File: config.mk
export PLATFORM = sky130hd
export DESIGN_NAME = indicator_cmd_flat
export DESIGN_NICKNAME = d
export VERILOG_FILES = /design/src/logic/fieldbus_pkg.sv /design/src/logic/fieldbus_link_if.sv /design/src/logic/byte_serializer.sv /design/src/logic/indicator_cmd.sv /design/src/flat_wrapper.sv
export VERILOG_INCLUDE_DIRS = /design/src /design/src/logic
export SDC_FILE = /design/constraint.sdc
export NUM_CORES = 2
export LEC_CHECK = 0
export BUFFER_PORTS_ARGS = -buffer_cell sky130_fd_sc_hd__buf_2
export CAP_MARGIN = 40
export CORE_ASPECT_RATIO = 0.6
export CORE_MARGIN = 2
export CORE_UTILIZATION = 55
export CTS_CLUSTER_DIAMETER = 80
export DETAILED_ROUTE_END_ITERATION = 8
export PLACE_DENSITY_LB_ADDON = 0.15
export SLEW_MARGIN = 20
export SYNTH_ARGS = -nofsm -noshare
export SYNTH_HDL_FRONTEND = slang
export SYNTH_HIERARCHICAL = 1
export SYNTH_SLANG_ARGS = --single-unit
export TNS_END_PERCENT = 10
File: constraint.sdc
create_clock -name CORE_CLK -period 8.2 [get_ports CORE_CLK]
set_input_delay 1.64 -clock CORE_CLK [delete_from_list [all_inputs] [get_ports CORE_CLK]]
set_output_delay 1.64 -clock CORE_CLK [all_outputs]
set_load 0.03 [all_outputs]
File: src/logic/fieldbus_params.svh
// Constants shared by both ends of the fieldbus command channel
`ifndef FIELDBUS_PARAMS_SVH
`define FIELDBUS_PARAMS_SVH

// Frame lengths in bytes
`define CMD_FRAME_BYTES 8
`define RSP_FRAME_BYTES 22
// Byte offsets inside the frame sent to the indicator
`define CMD_OFS_FORCE 0
`define CMD_OFS_CODE 2
`define CMD_OFS_ARG 4
// Byte offsets inside the frame sent by the indicator
`define RSP_OFS_LIFE 0
`define RSP_OFS_IO 1
`define RSP_OFS_STATUS 2
`define RSP_OFS_RESULT 4
`define RSP_OFS_GROSS 8
`define RSP_OFS_TARE 12
`define RSP_OFS_NET 16
`define RSP_OFS_CHAN 20

// Command codes
`define CMD_NONE 16'h0000
`define CMD_ZERO 16'h0001
`define CMD_TARE_SEMI 16'h0002
`define CMD_TARE_PROG 16'h0003
`define CMD_TARE_CLEAR 16'h0004
`define CMD_REC_STORE 16'h0005
`define CMD_REC_READ 16'h0006
`define CMD_THR1_WR 16'h0015
`define CMD_THR3_WR 16'h0017
`define CMD_THR1_RD 16'h0019
`define CMD_THR3_RD 16'h001B
`define CMD_HYST_RD 16'h001C

// Status codes
`define STATUS_NONE 16'h0000
`define STATUS_DONE_OK 16'h0001
`define STATUS_DONE_FAIL 16'h0002
`define STATUS_IN_PROGRESS 16'h0003

// Channel state bit positions
`define CH_DP_LSB 8
`define CH_STABLE 10
`define CH_ZERO 11
`define CH_OVER 12
`define CH_UNDER 13
`define CH_ADC 14
`define CH_ONE 15

// Off-scale margin in scale divisions
`define OFF_SCALE_DIVS 32'sh9

// Timing
`define CLK_HZ 10000000
`define FREEZE_TIME_MS 1000
`define FREEZE_CYCLES (`FREEZE_TIME_MS * (`CLK_HZ / 1000))
`define STABLE_WAIT_MS 2000
`define STABLE_WAIT_CYCLES (`STABLE_WAIT_MS * (`CLK_HZ / 1000))
`define RSP_PERIOD_US 1000
`define RSP_PERIOD_CYCLES (`RSP_PERIOD_US * (`CLK_HZ / 1000000))
`define CMD_PERIOD_US 1000
`define CMD_PERIOD_CYCLES (`CMD_PERIOD_US * (`CLK_HZ / 1000000))

`endif

File: src/logic/fieldbus_pkg.sv
// Types shared by both ends of the fieldbus command channel
package fieldbus_pkg;
  // Indicator command engine states
  typedef enum logic [2:0] {
    ST_IDLE = 3'b001,
    ST_EXEC = 3'b010,
    ST_WAIT_STABLE = 3'b100
  } dev_state_t;
  // Controller sequencing states
  typedef enum logic [2:0] {
    H_IDLE = 3'b001,
    H_CLEAR = 3'b010,
    H_SEND = 3'b100
  } host_state_t;
  typedef logic [31:0] word_t;
  typedef logic [15:0] half_t;
endpackage

File: src/logic/fieldbus_link_if.sv
// Byte-serial link between controller and indicator, one modport per end
interface fieldbus_link_if;
  logic cmd_valid;        // Byte of controller frame present
  logic cmd_first;        // Byte is frame byte 0
  logic [7:0] cmd_byte;   // Controller frame byte
  logic rsp_valid;        // Byte of indicator frame present
  logic rsp_first;        // Byte is frame byte 0
  logic [7:0] rsp_byte;   // Indicator frame byte
  modport device (input cmd_valid, cmd_first, cmd_byte,
                  output rsp_valid, rsp_first, rsp_byte);
  modport controller (output cmd_valid, cmd_first, cmd_byte,
                      input rsp_valid, rsp_first, rsp_byte);
endinterface

File: src/logic/byte_serializer.sv
// Sends a frame one byte per cycle, most significant byte first
module byte_serializer #(
  parameter int NBYTES = 8
) (
  input wire logic CORE_CLK,
  input wire logic RST_B,
  input wire logic START,
  input wire logic [NBYTES*8-1:0] FRAME,
  output logic BUSY,
  output logic TX_VALID,
  output logic TX_FIRST,
  output logic [7:0] TX_BYTE
);
  // All state of the serializer
  typedef struct packed {
    logic [NBYTES*8-1:0] shift;  // Bytes still to go, next at the top
    logic [7:0] left;            // Bytes still to go
    logic valid;                 // Byte on the link
    logic first;                 // Byte 0 of the frame
    logic [7:0] data;            // Byte on the link
  } ser_t;
  ser_t s_reg;
  ser_t s_next;

  // Next state
  always_comb begin
    s_next = s_reg;
    s_next.valid = 1'b0;
    s_next.first = 1'b0;
    if (!RST_B) begin
      s_next = '0;
    end else if (s_reg.left != 8'h00) begin
      // Emit top byte and shift up
      s_next.data = s_reg.shift[NBYTES*8-1 -: 8];
      s_next.valid = 1'b1;
      s_next.first = (s_reg.left == 8'(NBYTES));
      s_next.shift = s_reg.shift << 8;
      s_next.left = s_reg.left - 8'h01;
    end else if (START) begin
      // Take a new frame only when idle
      s_next.shift = FRAME;
      s_next.left = 8'(NBYTES);
    end
  end

  // State register
  always_ff @(posedge CORE_CLK) begin
    s_reg <= s_next;
  end

  assign BUSY = (s_reg.left != 8'h00);
  assign TX_VALID = s_reg.valid;
  assign TX_FIRST = s_reg.first;
  assign TX_BYTE = s_reg.data;
endmodule

File: src/logic/indicator_cmd.sv
// Indicator end: decodes controller frames, runs commands, sends results
// Contract
// - Controller writes code and argument to launch.
// - Status and result returned in outgoing frame.
// - Status codes: none, ok, fail, executing.
// - Code 2 tares the present weight.
// - Code 3 loads tare from argument.
// - Programmable tare taken straight from argument.
// - Code 5 stores record, freezes weights 1s.
// - Code 6 returns record number, no store.
// - Codes 21 to 23 write thresholds.
// - Code 0x15 writes threshold 1 raw.
// - Codes 25 to 27 read thresholds.
// - Code 28 reads hysteresis.
// - Multi-byte fields travel MSB first.
// - Raw values scaled by decimal digit count. Code does not scale them; it only reports the count in channel state bits 9:8.
// - Flag weight over range plus 9 divisions.
// - Flag weight under minus 9 divisions.
// - Flag parameter memory checksum failure.
// - Refuse record when stream link congested.
// - Command frame 8 bytes: force, code, arg.
// - Response frame 22 bytes: status, result at 2,4.
// - Code 0 means none, reinitialises channel.
`include "fieldbus_params.svh"
module indicator_cmd #(
  parameter int FREEZE_CYC = `FREEZE_CYCLES,
  parameter int STABLE_WAIT_CYC = `STABLE_WAIT_CYCLES,
  parameter int RSP_PERIOD_CYC = `RSP_PERIOD_CYCLES
) (
  input wire logic CORE_CLK,
  input wire logic RST_B,
  fieldbus_link_if.device LINK,
  input wire fieldbus_pkg::word_t WEIGHT_RAW,
  input wire fieldbus_pkg::word_t MAX_RANGE,
  input wire fieldbus_pkg::word_t SCALE_DIV,
  input wire fieldbus_pkg::word_t HYSTERESIS,
  input wire logic [1:0] DEC_DIGITS,
  input wire logic STABLE,
  input wire logic ADC_RANGE_ERR,
  input wire logic NVM_CRC_FAIL,
  input wire logic STREAM_BACKLOG,
  input wire logic [3:0] INPUTS_IN,
  output logic [3:0] FORCE_OUT,
  output logic RECORD_STROBE,
  output fieldbus_pkg::word_t RECORD_NO,
  output logic ERR_OVERSCALE,
  output logic ERR_UNDERSCALE,
  output logic PARAM_MEMORY_CHECKSUM_ERROR,
  output logic ERR_STREAM_CONGESTED
);
  import fieldbus_pkg::*;

  localparam int CB = `CMD_FRAME_BYTES;
  localparam int RB = `RSP_FRAME_BYTES;

  // All state of the indicator end
  typedef struct packed {
    dev_state_t state;          // Command engine state
    logic [CB*8-1:0] rx_shift;  // Incoming frame assembly
    logic [3:0] rx_cnt;         // Bytes assembled
    half_t code_prev;           // Code of the last completed frame
    half_t code;                // Command being run
    word_t arg;                 // Its argument
    logic [3:0] force_bits;     // Output forcing
    half_t status;              // Reported status
    word_t result;              // Reported result
    word_t zero_ofs;            // Zero offset
    word_t tare;                // Tare value
    logic [2:0][31:0] thr;      // Thresholds 3..1
    word_t rec_no;              // Record store number
    logic [23:0] frz_cnt;       // Freeze time left
    word_t frz_gross;           // Frozen gross
    word_t frz_tare;            // Frozen tare
    word_t frz_net;             // Frozen net
    logic [31:0] wait_cnt;      // Stability wait left, holds 2 s at 10 MHz
    logic [7:0] life;           // Life counter
    logic [15:0] tx_tmr;        // Cycles to next response frame
    logic tx_start;             // Launch response frame
    logic rec_strobe;           // Print and store pulse
    logic err_over;             // Off-scale overflow
    logic err_under;            // Off-scale underflow
    logic err_nvm;              // Checksum failure
    logic err_stream;           // Record refused, link congested
  } dev_t;
  dev_t s_reg;
  dev_t s_next;

  word_t gross;                 // Live gross weight
  word_t net;                   // Live net weight
  word_t over_lim;              // Overflow limit
  word_t under_lim;             // Underflow limit
  word_t rpt_gross;             // Reported gross
  word_t rpt_tare;              // Reported tare
  word_t rpt_net;               // Reported net
  half_t chan;                  // Channel state word
  half_t rx_code;               // Code of a just-completed frame
  logic [RB*8-1:0] rsp_frame;   // Outgoing frame image
  logic tx_busy;                // Serializer busy
  logic [3:0] rx_cnt_n;         // Byte count after this byte
  logic [CB*8-1:0] rx_shift_n;  // Assembly after this byte

  // Weights, off-scale limits and channel state
  always_comb begin
    gross = WEIGHT_RAW - s_reg.zero_ofs;
    net = gross - s_reg.tare;
    over_lim = MAX_RANGE + `OFF_SCALE_DIVS * SCALE_DIV;
    under_lim = -(`OFF_SCALE_DIVS * SCALE_DIV);
    // Hold reported weights during the freeze window
    rpt_gross = (s_reg.frz_cnt != 24'h0) ? s_reg.frz_gross : gross;
    rpt_tare = (s_reg.frz_cnt != 24'h0) ? s_reg.frz_tare : s_reg.tare;
    rpt_net = (s_reg.frz_cnt != 24'h0) ? s_reg.frz_net : net;
    chan = 16'h0000;
    chan[`CH_DP_LSB +: 2] = DEC_DIGITS;
    chan[`CH_STABLE] = STABLE;
    chan[`CH_ZERO] = (gross == 32'h0);
    chan[`CH_OVER] = s_reg.err_over;
    chan[`CH_UNDER] = s_reg.err_under;
    chan[`CH_ADC] = ADC_RANGE_ERR;
    chan[`CH_ONE] = 1'b1;
    // Frame image, byte 0 at the top so it leaves first
    rsp_frame = {s_reg.life, s_reg.force_bits, INPUTS_IN, s_reg.status,
      s_reg.result, rpt_gross, rpt_tare, rpt_net, chan};
  end

  // Next state
  always_comb begin
    s_next = s_reg;
    s_next.rec_strobe = 1'b0;
    s_next.tx_start = 1'b0;
    rx_code = `CMD_NONE;
    rx_cnt_n = LINK.cmd_first ? 4'h1 : s_reg.rx_cnt + 4'h1;
    rx_shift_n = {s_reg.rx_shift[CB*8-9:0], LINK.cmd_byte};
    // Off-scale flags follow the live weight, checksum flag follows its input
    s_next.err_over = $signed(gross) > $signed(over_lim);
    s_next.err_under = $signed(gross) < $signed(under_lim);
    s_next.err_nvm = NVM_CRC_FAIL;
    if (s_reg.frz_cnt != 24'h0) begin
      s_next.frz_cnt = s_reg.frz_cnt - 24'h1;
    end
    // Periodic response frame
    if (s_reg.tx_tmr != 16'h0) begin
      s_next.tx_tmr = s_reg.tx_tmr - 16'h1;
    end else if (!tx_busy) begin
      s_next.tx_tmr = 16'(RSP_PERIOD_CYC - 1);
      s_next.tx_start = 1'b1;
      s_next.life = s_reg.life + 8'h01;
    end
    // Assemble incoming frame
    if (LINK.cmd_valid) begin
      s_next.rx_cnt = rx_cnt_n;
      s_next.rx_shift = rx_shift_n;
      if (rx_cnt_n == 4'(CB)) begin
        rx_code = rx_shift_n[(CB-`CMD_OFS_CODE)*8-1 -: 16];
        s_next.force_bits = rx_shift_n[(CB-`CMD_OFS_FORCE)*8-13 -: 4];
        s_next.code_prev = rx_code;
        if (rx_code == `CMD_NONE) begin
          // Idle code reinitialises the channel once a command ends
          if (s_reg.state == ST_IDLE) begin
            s_next.status = `STATUS_NONE;
          end
        end else if (s_reg.code_prev == `CMD_NONE &&
                     s_reg.state == ST_IDLE) begin
          s_next.code = rx_code;
          s_next.arg = rx_shift_n[(CB-`CMD_OFS_ARG)*8-1 -: 32];
          s_next.status = `STATUS_IN_PROGRESS;
          s_next.state = ST_EXEC;
        end
      end
    end
    // Command engine
    unique case (s_reg.state)
      ST_IDLE: begin
      end
      ST_EXEC: begin
        s_next.state = ST_IDLE;
        s_next.status = `STATUS_DONE_OK;
        s_next.result = 32'h0;
        if (s_reg.code == `CMD_ZERO) begin
          s_next.zero_ofs = WEIGHT_RAW;
        end else if (s_reg.code == `CMD_TARE_SEMI) begin
          // Wait for a stable weight before taring
          s_next.status = `STATUS_IN_PROGRESS;
          s_next.wait_cnt = 32'(STABLE_WAIT_CYC);
          s_next.state = ST_WAIT_STABLE;
        end else if (s_reg.code == `CMD_TARE_PROG) begin
          s_next.tare = s_reg.arg;
        end else if (s_reg.code == `CMD_TARE_CLEAR) begin
          s_next.tare = 32'h0;
        end else if (s_reg.code == `CMD_REC_STORE) begin
          if (STREAM_BACKLOG) begin
            s_next.status = `STATUS_DONE_FAIL;
            s_next.err_stream = 1'b1;
          end else begin
            s_next.rec_no = s_reg.rec_no + 32'h1;
            s_next.result = s_reg.rec_no + 32'h1;
            s_next.rec_strobe = 1'b1;
            s_next.err_stream = 1'b0;
            s_next.frz_gross = gross;
            s_next.frz_tare = s_reg.tare;
            s_next.frz_net = net;
            s_next.frz_cnt = 24'(FREEZE_CYC);
          end
        end else if (s_reg.code == `CMD_REC_READ) begin
          s_next.result = s_reg.rec_no;
        end else if (s_reg.code >= `CMD_THR1_WR &&
                     s_reg.code <= `CMD_THR3_WR) begin
          s_next.thr[2'(s_reg.code - `CMD_THR1_WR)] = s_reg.arg;
        end else if (s_reg.code >= `CMD_THR1_RD &&
                     s_reg.code <= `CMD_THR3_RD) begin
          s_next.result = s_reg.thr[2'(s_reg.code - `CMD_THR1_RD)];
        end else if (s_reg.code == `CMD_HYST_RD) begin
          s_next.result = HYSTERESIS;
        end else begin
          // Unknown code
          s_next.status = `STATUS_DONE_FAIL;
        end
      end
      ST_WAIT_STABLE: begin
        if (STABLE) begin
          s_next.tare = gross;
          s_next.status = `STATUS_DONE_OK;
          s_next.state = ST_IDLE;
        end else if (s_reg.wait_cnt == 32'h0) begin
          s_next.status = `STATUS_DONE_FAIL;
          s_next.state = ST_IDLE;
        end else begin
          s_next.wait_cnt = s_reg.wait_cnt - 32'h1;
        end
      end
    endcase
    // Synchronous reset
    if (!RST_B) begin
      s_next = '0;
      s_next.state = ST_IDLE;
    end
  end

  // State register
  always_ff @(posedge CORE_CLK) begin
    s_reg <= s_next;
  end

  // Response frame serializer
  byte_serializer #(.NBYTES(RB)) u_rsp_ser (
    .CORE_CLK(CORE_CLK),
    .RST_B(RST_B),
    .START(s_reg.tx_start),
    .FRAME(rsp_frame),
    .BUSY(tx_busy),
    .TX_VALID(LINK.rsp_valid),
    .TX_FIRST(LINK.rsp_first),
    .TX_BYTE(LINK.rsp_byte)
  );

  assign FORCE_OUT = s_reg.force_bits;
  assign RECORD_STROBE = s_reg.rec_strobe;
  assign RECORD_NO = s_reg.rec_no;
  assign ERR_OVERSCALE = s_reg.err_over;
  assign ERR_UNDERSCALE = s_reg.err_under;
  assign PARAM_MEMORY_CHECKSUM_ERROR = s_reg.err_nvm;
  assign ERR_STREAM_CONGESTED = s_reg.err_stream;
endmodule

File: src/flat_wrapper.sv
// flat-port wrapper written by rule: the top's interface ports become plain ports
module indicator_cmd_flat import fieldbus_pkg::*;
#(
  parameter int FREEZE_CYC = `FREEZE_CYCLES,
  parameter int STABLE_WAIT_CYC = `STABLE_WAIT_CYCLES,
  parameter int RSP_PERIOD_CYC = `RSP_PERIOD_CYCLES
)
  (CORE_CLK, RST_B, WEIGHT_RAW, MAX_RANGE, SCALE_DIV, HYSTERESIS, DEC_DIGITS, STABLE, ADC_RANGE_ERR, NVM_CRC_FAIL, STREAM_BACKLOG, INPUTS_IN, FORCE_OUT, RECORD_STROBE, RECORD_NO, ERR_OVERSCALE, ERR_UNDERSCALE, PARAM_MEMORY_CHECKSUM_ERROR, ERR_STREAM_CONGESTED, LINK_cmd_valid, LINK_cmd_first, LINK_cmd_byte, LINK_rsp_valid, LINK_rsp_first, LINK_rsp_byte);
  fieldbus_link_if LINK_i ();
  input wire logic CORE_CLK;
  input wire logic RST_B;
  input wire fieldbus_pkg::word_t WEIGHT_RAW;
  input wire fieldbus_pkg::word_t MAX_RANGE;
  input wire fieldbus_pkg::word_t SCALE_DIV;
  input wire fieldbus_pkg::word_t HYSTERESIS;
  input wire logic [1:0] DEC_DIGITS;
  input wire logic STABLE;
  input wire logic ADC_RANGE_ERR;
  input wire logic NVM_CRC_FAIL;
  input wire logic STREAM_BACKLOG;
  input wire logic [3:0] INPUTS_IN;
  output logic [3:0] FORCE_OUT;
  output logic RECORD_STROBE;
  output fieldbus_pkg::word_t RECORD_NO;
  output logic ERR_OVERSCALE;
  output logic ERR_UNDERSCALE;
  output logic PARAM_MEMORY_CHECKSUM_ERROR;
  output logic ERR_STREAM_CONGESTED;
  input wire logic [$bits(LINK_i.cmd_valid)-1:0] LINK_cmd_valid;
  input wire logic [$bits(LINK_i.cmd_first)-1:0] LINK_cmd_first;
  input wire logic [$bits(LINK_i.cmd_byte)-1:0] LINK_cmd_byte;
  output wire logic [$bits(LINK_i.rsp_valid)-1:0] LINK_rsp_valid;
  output wire logic [$bits(LINK_i.rsp_first)-1:0] LINK_rsp_first;
  output wire logic [$bits(LINK_i.rsp_byte)-1:0] LINK_rsp_byte;
  assign LINK_i.cmd_valid = LINK_cmd_valid;
  assign LINK_i.cmd_first = LINK_cmd_first;
  assign LINK_i.cmd_byte = LINK_cmd_byte;
  assign LINK_rsp_valid = LINK_i.rsp_valid;
  assign LINK_rsp_first = LINK_i.rsp_first;
  assign LINK_rsp_byte = LINK_i.rsp_byte;
  indicator_cmd #(.FREEZE_CYC(FREEZE_CYC), .STABLE_WAIT_CYC(STABLE_WAIT_CYC), .RSP_PERIOD_CYC(RSP_PERIOD_CYC)) u_core (.CORE_CLK(CORE_CLK), .RST_B(RST_B), .LINK(LINK_i), .WEIGHT_RAW(WEIGHT_RAW), .MAX_RANGE(MAX_RANGE), .SCALE_DIV(SCALE_DIV), .HYSTERESIS(HYSTERESIS), .DEC_DIGITS(DEC_DIGITS), .STABLE(STABLE), .ADC_RANGE_ERR(ADC_RANGE_ERR), .NVM_CRC_FAIL(NVM_CRC_FAIL), .STREAM_BACKLOG(STREAM_BACKLOG), .INPUTS_IN(INPUTS_IN), .FORCE_OUT(FORCE_OUT), .RECORD_STROBE(RECORD_STROBE), .RECORD_NO(RECORD_NO), .ERR_OVERSCALE(ERR_OVERSCALE), .ERR_UNDERSCALE(ERR_UNDERSCALE), .PARAM_MEMORY_CHECKSUM_ERROR(PARAM_MEMORY_CHECKSUM_ERROR), .ERR_STREAM_CONGESTED(ERR_STREAM_CONGESTED));
endmodule
; ---- After elaboration in Yosys (flattened, before gate mapping)
; Cells that the tools add are included.
[word_totals]
wordCells = 181
output_inout_bits = 51
in_bits = 150
ff_bits = 747
[classes]
mux = 68
n_reduce_logical = 25
bitwise_logic = 12
eq_ne = 20
n_mul = 1
magnitude_cmp = 9
addsub = 13
[ops]
columns = operator, n
row1 = two-way mux 32 bit, 16
row2 = two-way mux 248 bit, 2
row3 = two-way mux 184 bit, 2
row4 = two-way mux 48 bit, 7
row5 = two-way mux 312 bit, 1
row6 = two-way mux 152 bit, 2
row7 = two-way mux 96 bit, 3
row8 = two-way mux 280 bit, 1
row9 = two-way mux 155 bit, 1
row10 = two-way mux 16 bit, 9
row11 = one-hot mux 32 bit (2 select lines), 2
row12 = two-way mux 120 bit, 1
row13 = bitwise mux 96 bit, 1
row14 = two-way mux 84 bit, 1
row15 = binary-select mux 32 bit (select 2 bit), 1
row16 = demux 32 bit (select 2 bit), 1
row17 = zero test 32 bit, 2
row18 = subtractor 32 bit, 2
row19 = "equality test 16 x 3 -> 1 bit, second input constant", 3
row20 = "adder 32 x 1 -> 32 bit, second input constant", 1
row21 = adder 32 bit, 1
row22 = "equality test 16 x 2 -> 1 bit, second input constant", 2
row23 = "greater-or-equal comparator 16 x 5 -> 1 bit, second input constant", 2
row24 = greater-than comparator 32 bit, 1
row25 = 47 further kinds, 83

; ---- Logic depth before layout (Yosys ltp)
[logic_depth]
depth_word = 14
ltp_mapped = 31
ltp_nobuf = 30

; ---- Modules after synthesis
; Netlist, hierarchy kept.
[modules_own_cells]
columns = mod, cells_per_inst, instances, seq_area_each_um2, area_per_inst_um2
row1 = indicator_cmd, 4165, 1, 10830.4, 32013.2
row2 = byte_serializer, 891, 1, 3883.7, 9193.8

; ---- Least setup slack after synthesis
; Ideal clock, no wire load.
[synth_timing]
path_kind = input-to-reg
startpoint = input port SCALE_DIV[1]
endpoint = register u_core.s_reg, in the netlist u_core/ERR_OVERSCALE
required_ns = 8.068
stages = 30
arrival_ns = 7.021
n_path_buf = 0
setup_time_ns = 0.132
path_slack_ns = 1.047
cell_sequence = ha_1 -> ha_1 -> fa_1 -> a211oi_1 -> o21ai_0 -> and4bb_2 -> o21ai_0 -> nor3b_1 -> nor2_1 -> ha_1 -> nor2b_1 -> o21ai_0 -> nand2b_1 -> a2111oi_0 -> nor2_1 -> and3_1 -> o21ai_0 -> o21ai_0 -> xnor2_1 -> ha_1 -> a21o_1 -> a21o_1 -> a21oi_1 -> nor2b_1 -> o21ai_0 -> nand2b_1 -> a21oi_1 -> a31oi_1 -> a31oi_1 -> nor3_1
[synth_between]
elab_chain_len = 3
[synth_rtl]
columns = item, line
row1 = from (decl), flat_wrapper.sv:14  ; input wire fieldbus_pkg::word_t SCALE_DIV;
row2 = multiplier 4 x 32 -> 32 bit (no line), -
row3 = adder 32 bit, indicator_cmd.sv:106  ; over_lim = MAX_RANGE + `OFF_SCALE_DIVS * SCALE_DIV;
row4 = greater-than comparator 32 bit, indicator_cmd.sv:134  ; s_next.err_over = $signed(gross) > $signed(over_lim);
row5 = to (signal assigned), indicator_cmd.sv:240  ; s_reg <= s_next;
row6 = to (decl), indicator_cmd.sv:85  ; dev_t s_reg;
; Every way passes these cells.
; A chain may end at the register's enable or synchronous reset.

; ---- Worst setup path after layout
; Ends and elaborated chain as after synthesis.

==> out/qor.yml <==
status: "finished, final reports clean"
rr_worst_depth: 24
worstPathBufferInverterCount: 2
rsz0062_at_grt: "false"
clockBufferDepth: 3
worstSetupPathDepth: 32
post_synth_edffs: 0
share_seq_of_total_power_pct: 35.7
postCtsSetupRepairBufs: 0
grt_max_degree: 224
power_report.internal_total_mw: 7.413
synthCells: 5056
layout_worst_path_cycle_share_pct: 93.55
cts-buffers-inserted: 70
drt-pass1-iter-count: 6
ys_seq_elements: 735
post-route-drc-count: 0
synthFlopType: "dfxtp_1"
critical_path.reg2reg.startpoint: "u_core/s_reg[342]"
gp_congestion: 0.9667
cp_slowest_cell: "fa_1"
layout-drive-gt1-share_pct: 8.686
postSynth.asyncResetShare_pct: 0
power.switching_mw: 4.502
route.detailed.wl_per_inst_um: 20.79
startpoint_types: "primary input"
timing.final.hold_violations: 0
via_count: 37280
reported_leakage_power_nw: 18.92
number_of_antenna_violations_at_the_first_check_in_global_routing: 5
die_w_um: 357.4
synth_compound_gate_area_share_pct: 19.50
area.growth.synth_to_final_pct: 9.446
worst_skew_pair.late_latency_ns: 0.63
routing_usage_on_met1_pct: 51.65
fillCellCount: 6682
skew_ns: 0.02506
num-nets-final: 5456
hold_path_depth: 2
die_height_um: 216.0
min_period_ns: 7.671
cts_tree: "done"
tightest_slew_margin_relative_to_the_limit_pct: 23.55
worst_hold_path_type: "flop to flop"
rows: 77
synth-simple-area-share_pct: 19.81
clk_root_buffer_cell: "clkbuf_16"
number_of_nets_with_antenna_violations_after_routing: 0
slew_violations: 0
grt_overflow: 0
setup_viol: 0
global_routing_usage_on_met2_pct: 40.62
worst_hold_startpoint: "u_core/u_rsp_ser/TX_BYTE[0]"
peakVddDrop_uv: 350.8
overall_die_area_mm2: 0.07720
synth_seq_area_share_pct: 35.71
synth_fa_ha_area_share_pct: 7.208
dp_hpwl_mm: 89.04
cell_class_contributing_the_biggest_share_of_worst_path_delay: "compound AO/OA/AOI/OAI gates"
mux_cell_area_share_after_synthesis_pct: 7.946
grt_pass1_wl_mm: 195.5
worst_path_most_repeated_cell: "o21ai_0"
via_count_of_the_first_global_routing_pass: 32990
most-common-layout-cells: "nand2_1, dfxtp_1, a21oi_1"
pwr_density_cell_mw_per_mm2: 264.2
port-buffer-count: 200
layout.cells.most_common: "nand2_1"
starting_density_of_the_core_pct: 55.76
numClockSinks: 735
number_of_distinct_library_cell_variants_in_the_gate_level_netlist_after_synthesis: 86
worst-slew-pin-transition_ns: 1.147
cp-startpoint: "SCALE_DIV[1]"
critical_path_required_ns: 8.71
setup.worst_path.end_class: "flop"
synth_area_per_cell_um2: 8.150
synth.cell_area_mm2: 0.04121
cp_max_fo: 6
gr-max-usage-layer: "met1"
power.share.clock_pct: 27.8
share_comb_of_total_power_pct: 36.5
use_met3_pct: 9.184
cp_slowest_stage_delay_ns: 0.45
cts.clk_slew.worst_paths_ns: 0.07
timing.max_cap.violations: 0
core_mm2: 0.07389
xor_xnor_share_of_the_synthesized_area_pct: 4.527
critical_path_class: "primary input to flop"
core_util_final_pct: 61.03
postRouteWirelength_mm: 127.0
detailed_router_s_first_iteration_violation_count: 4511
top_level_ports: 201
worst_hold_slack_ns: 0.4471
groute.usage.overall_pct: 31.98
synth_warnings: 6
fmax_mhz: 130.4
maximum_level_of_the_cts_h_tree: 3
vias_per_cell: 6.101
timing.critical_path.arrival_ns: 8.19
finalSetupTns_ns: 0
combinational_family_with_the_most_area_after_synthesis: "simple AND/OR/NAND/NOR gates"
net_switching_fraction_of_the_power_pct: 37.79
-- cell type report --
class / count / area, um^2 / share of cell area [%]
sequential: 735 / 14720 / 32.63
inverter: 140 / 533.0 / 1.182
clock buffer: 100 / 2026 / 4.492
antenna: 1 / 2.502 / 0.005549
multi-input combinational: 3831 / 24430 / 54.18
tap: 987 / 1235 / 2.738
timing repair buffer: 293 / 1873 / 4.153
clock inverter: 24 / 277.8 / 0.6159
-- per-layer routing --
layer / vias up / part of all wire [%] / routed length (um)
li1: 17840 / - / -
met1: 17680 / 49 / 62090
met2: 1598 / 37 / 47420
met3: 161 / 12 / 15360
met4: 8 / 1.6 / 2065
met5: - / 0.081 / 103
-- logic make-up (layout without fill, tap and decap cells) --
group	count (synthesis)	in the layout
and+or+nand+nor	1824	1824
AOI/OAI and AO/OA	1223	1223
DFF	735	735
buffers and inverters	497	557
muxes	327	327
adders and majority gates	235	235
xor gates and xnor gates	213	213
other	2	10
-- worst paths after layout --
| kind | slack (ns) | end |
|---|---|---|
| worst min-delay path | 0.45 | u_core/u_rsp_ser/TX_BYTE[0] |
| worst max register to register | 2.03 | u_core/u_rsp_ser/s_reg[63] |
| worst max-delay path | 0.53 | u_core/ERR_OVERSCALE |
| worst min register to register | 0.45 | u_core/u_rsp_ser/TX_BYTE[0] |
-- power groups by stage --
stage                     sequential, mW  clock, mW  combinational (mW)
after floorplan                     4.20          0                3.24
after global placement              4.32          0                4.07
after detailed placement            4.32          0                4.19
after CTS                           4.24       3.36                4.22
after global routing                4.29       3.49                4.76
final                               4.26       3.31                4.34
-- what timing repair did --
| action | 4_1_cts | 5_1_grt |
|---|---|---|
| setup endpoints to repair | 0 | 1 |
| hold buffers | 0 | 0 |
| resized for setup | 0 | 1 |
-- synthesized netlist by cell type (42+ instances only) --
master    instances  share of area (%)
a21oi_1         443                5.4
nor3_1           75               0.91
dfxtp_1         735                 36
ha_1            231                7.0
o21ai_0         222                2.7
o211a_1         180                4.4
xor2_1           88                1.9
buf_2            45               0.55
inv_1           138                1.3
a211oi_1         52               0.95
xnor2_1         125                2.7
buf_4            44               0.80
nand3_1         229                2.8
nand2_1         803                7.3
nor2_1          424                3.9
a21o_1           50               0.91
nor4_1           42               0.64
mux2i_1         326                7.9
clkbuf_1        235                2.1
-- worst reg2reg max path, delay by kind of cell (launching register included) --
family	cells	cell delay, ns
AO/OA/AOI/OAI	14	3.30
XOR/XNOR	2	0.75
adder cells (fa/ha/maj)	3	1.03
buffers and inverters	2	0.27
flip-flops	1	0.33
multiplexers	1	0.16
AND/OR/NAND/NOR	2	0.22
-- metrics by stage --
| stage | power (mW) | worst slack, ns | instance area, um^2 | std cells |
|---|---|---|---|---|
| 5_1_grt | 12.54 | 0.02359 | 45100 | 6110 |
| 2_1_floorplan | 7.441 | 1.047 | 41230 | 5063 |
| 3_3_place_gp | 8.384 | 0.2289 | 42530 | 5969 |
| 3_5_place_dp | 8.508 | 0.08167 | 42680 | 5979 |
| 4_1_cts | 11.82 | 0.7255 | 44980 | 6103 |
| 6_report | 11.92 | 0.5285 | 45100 | 6111 |
No activity file was read; power rests on OpenSTA's default activity.
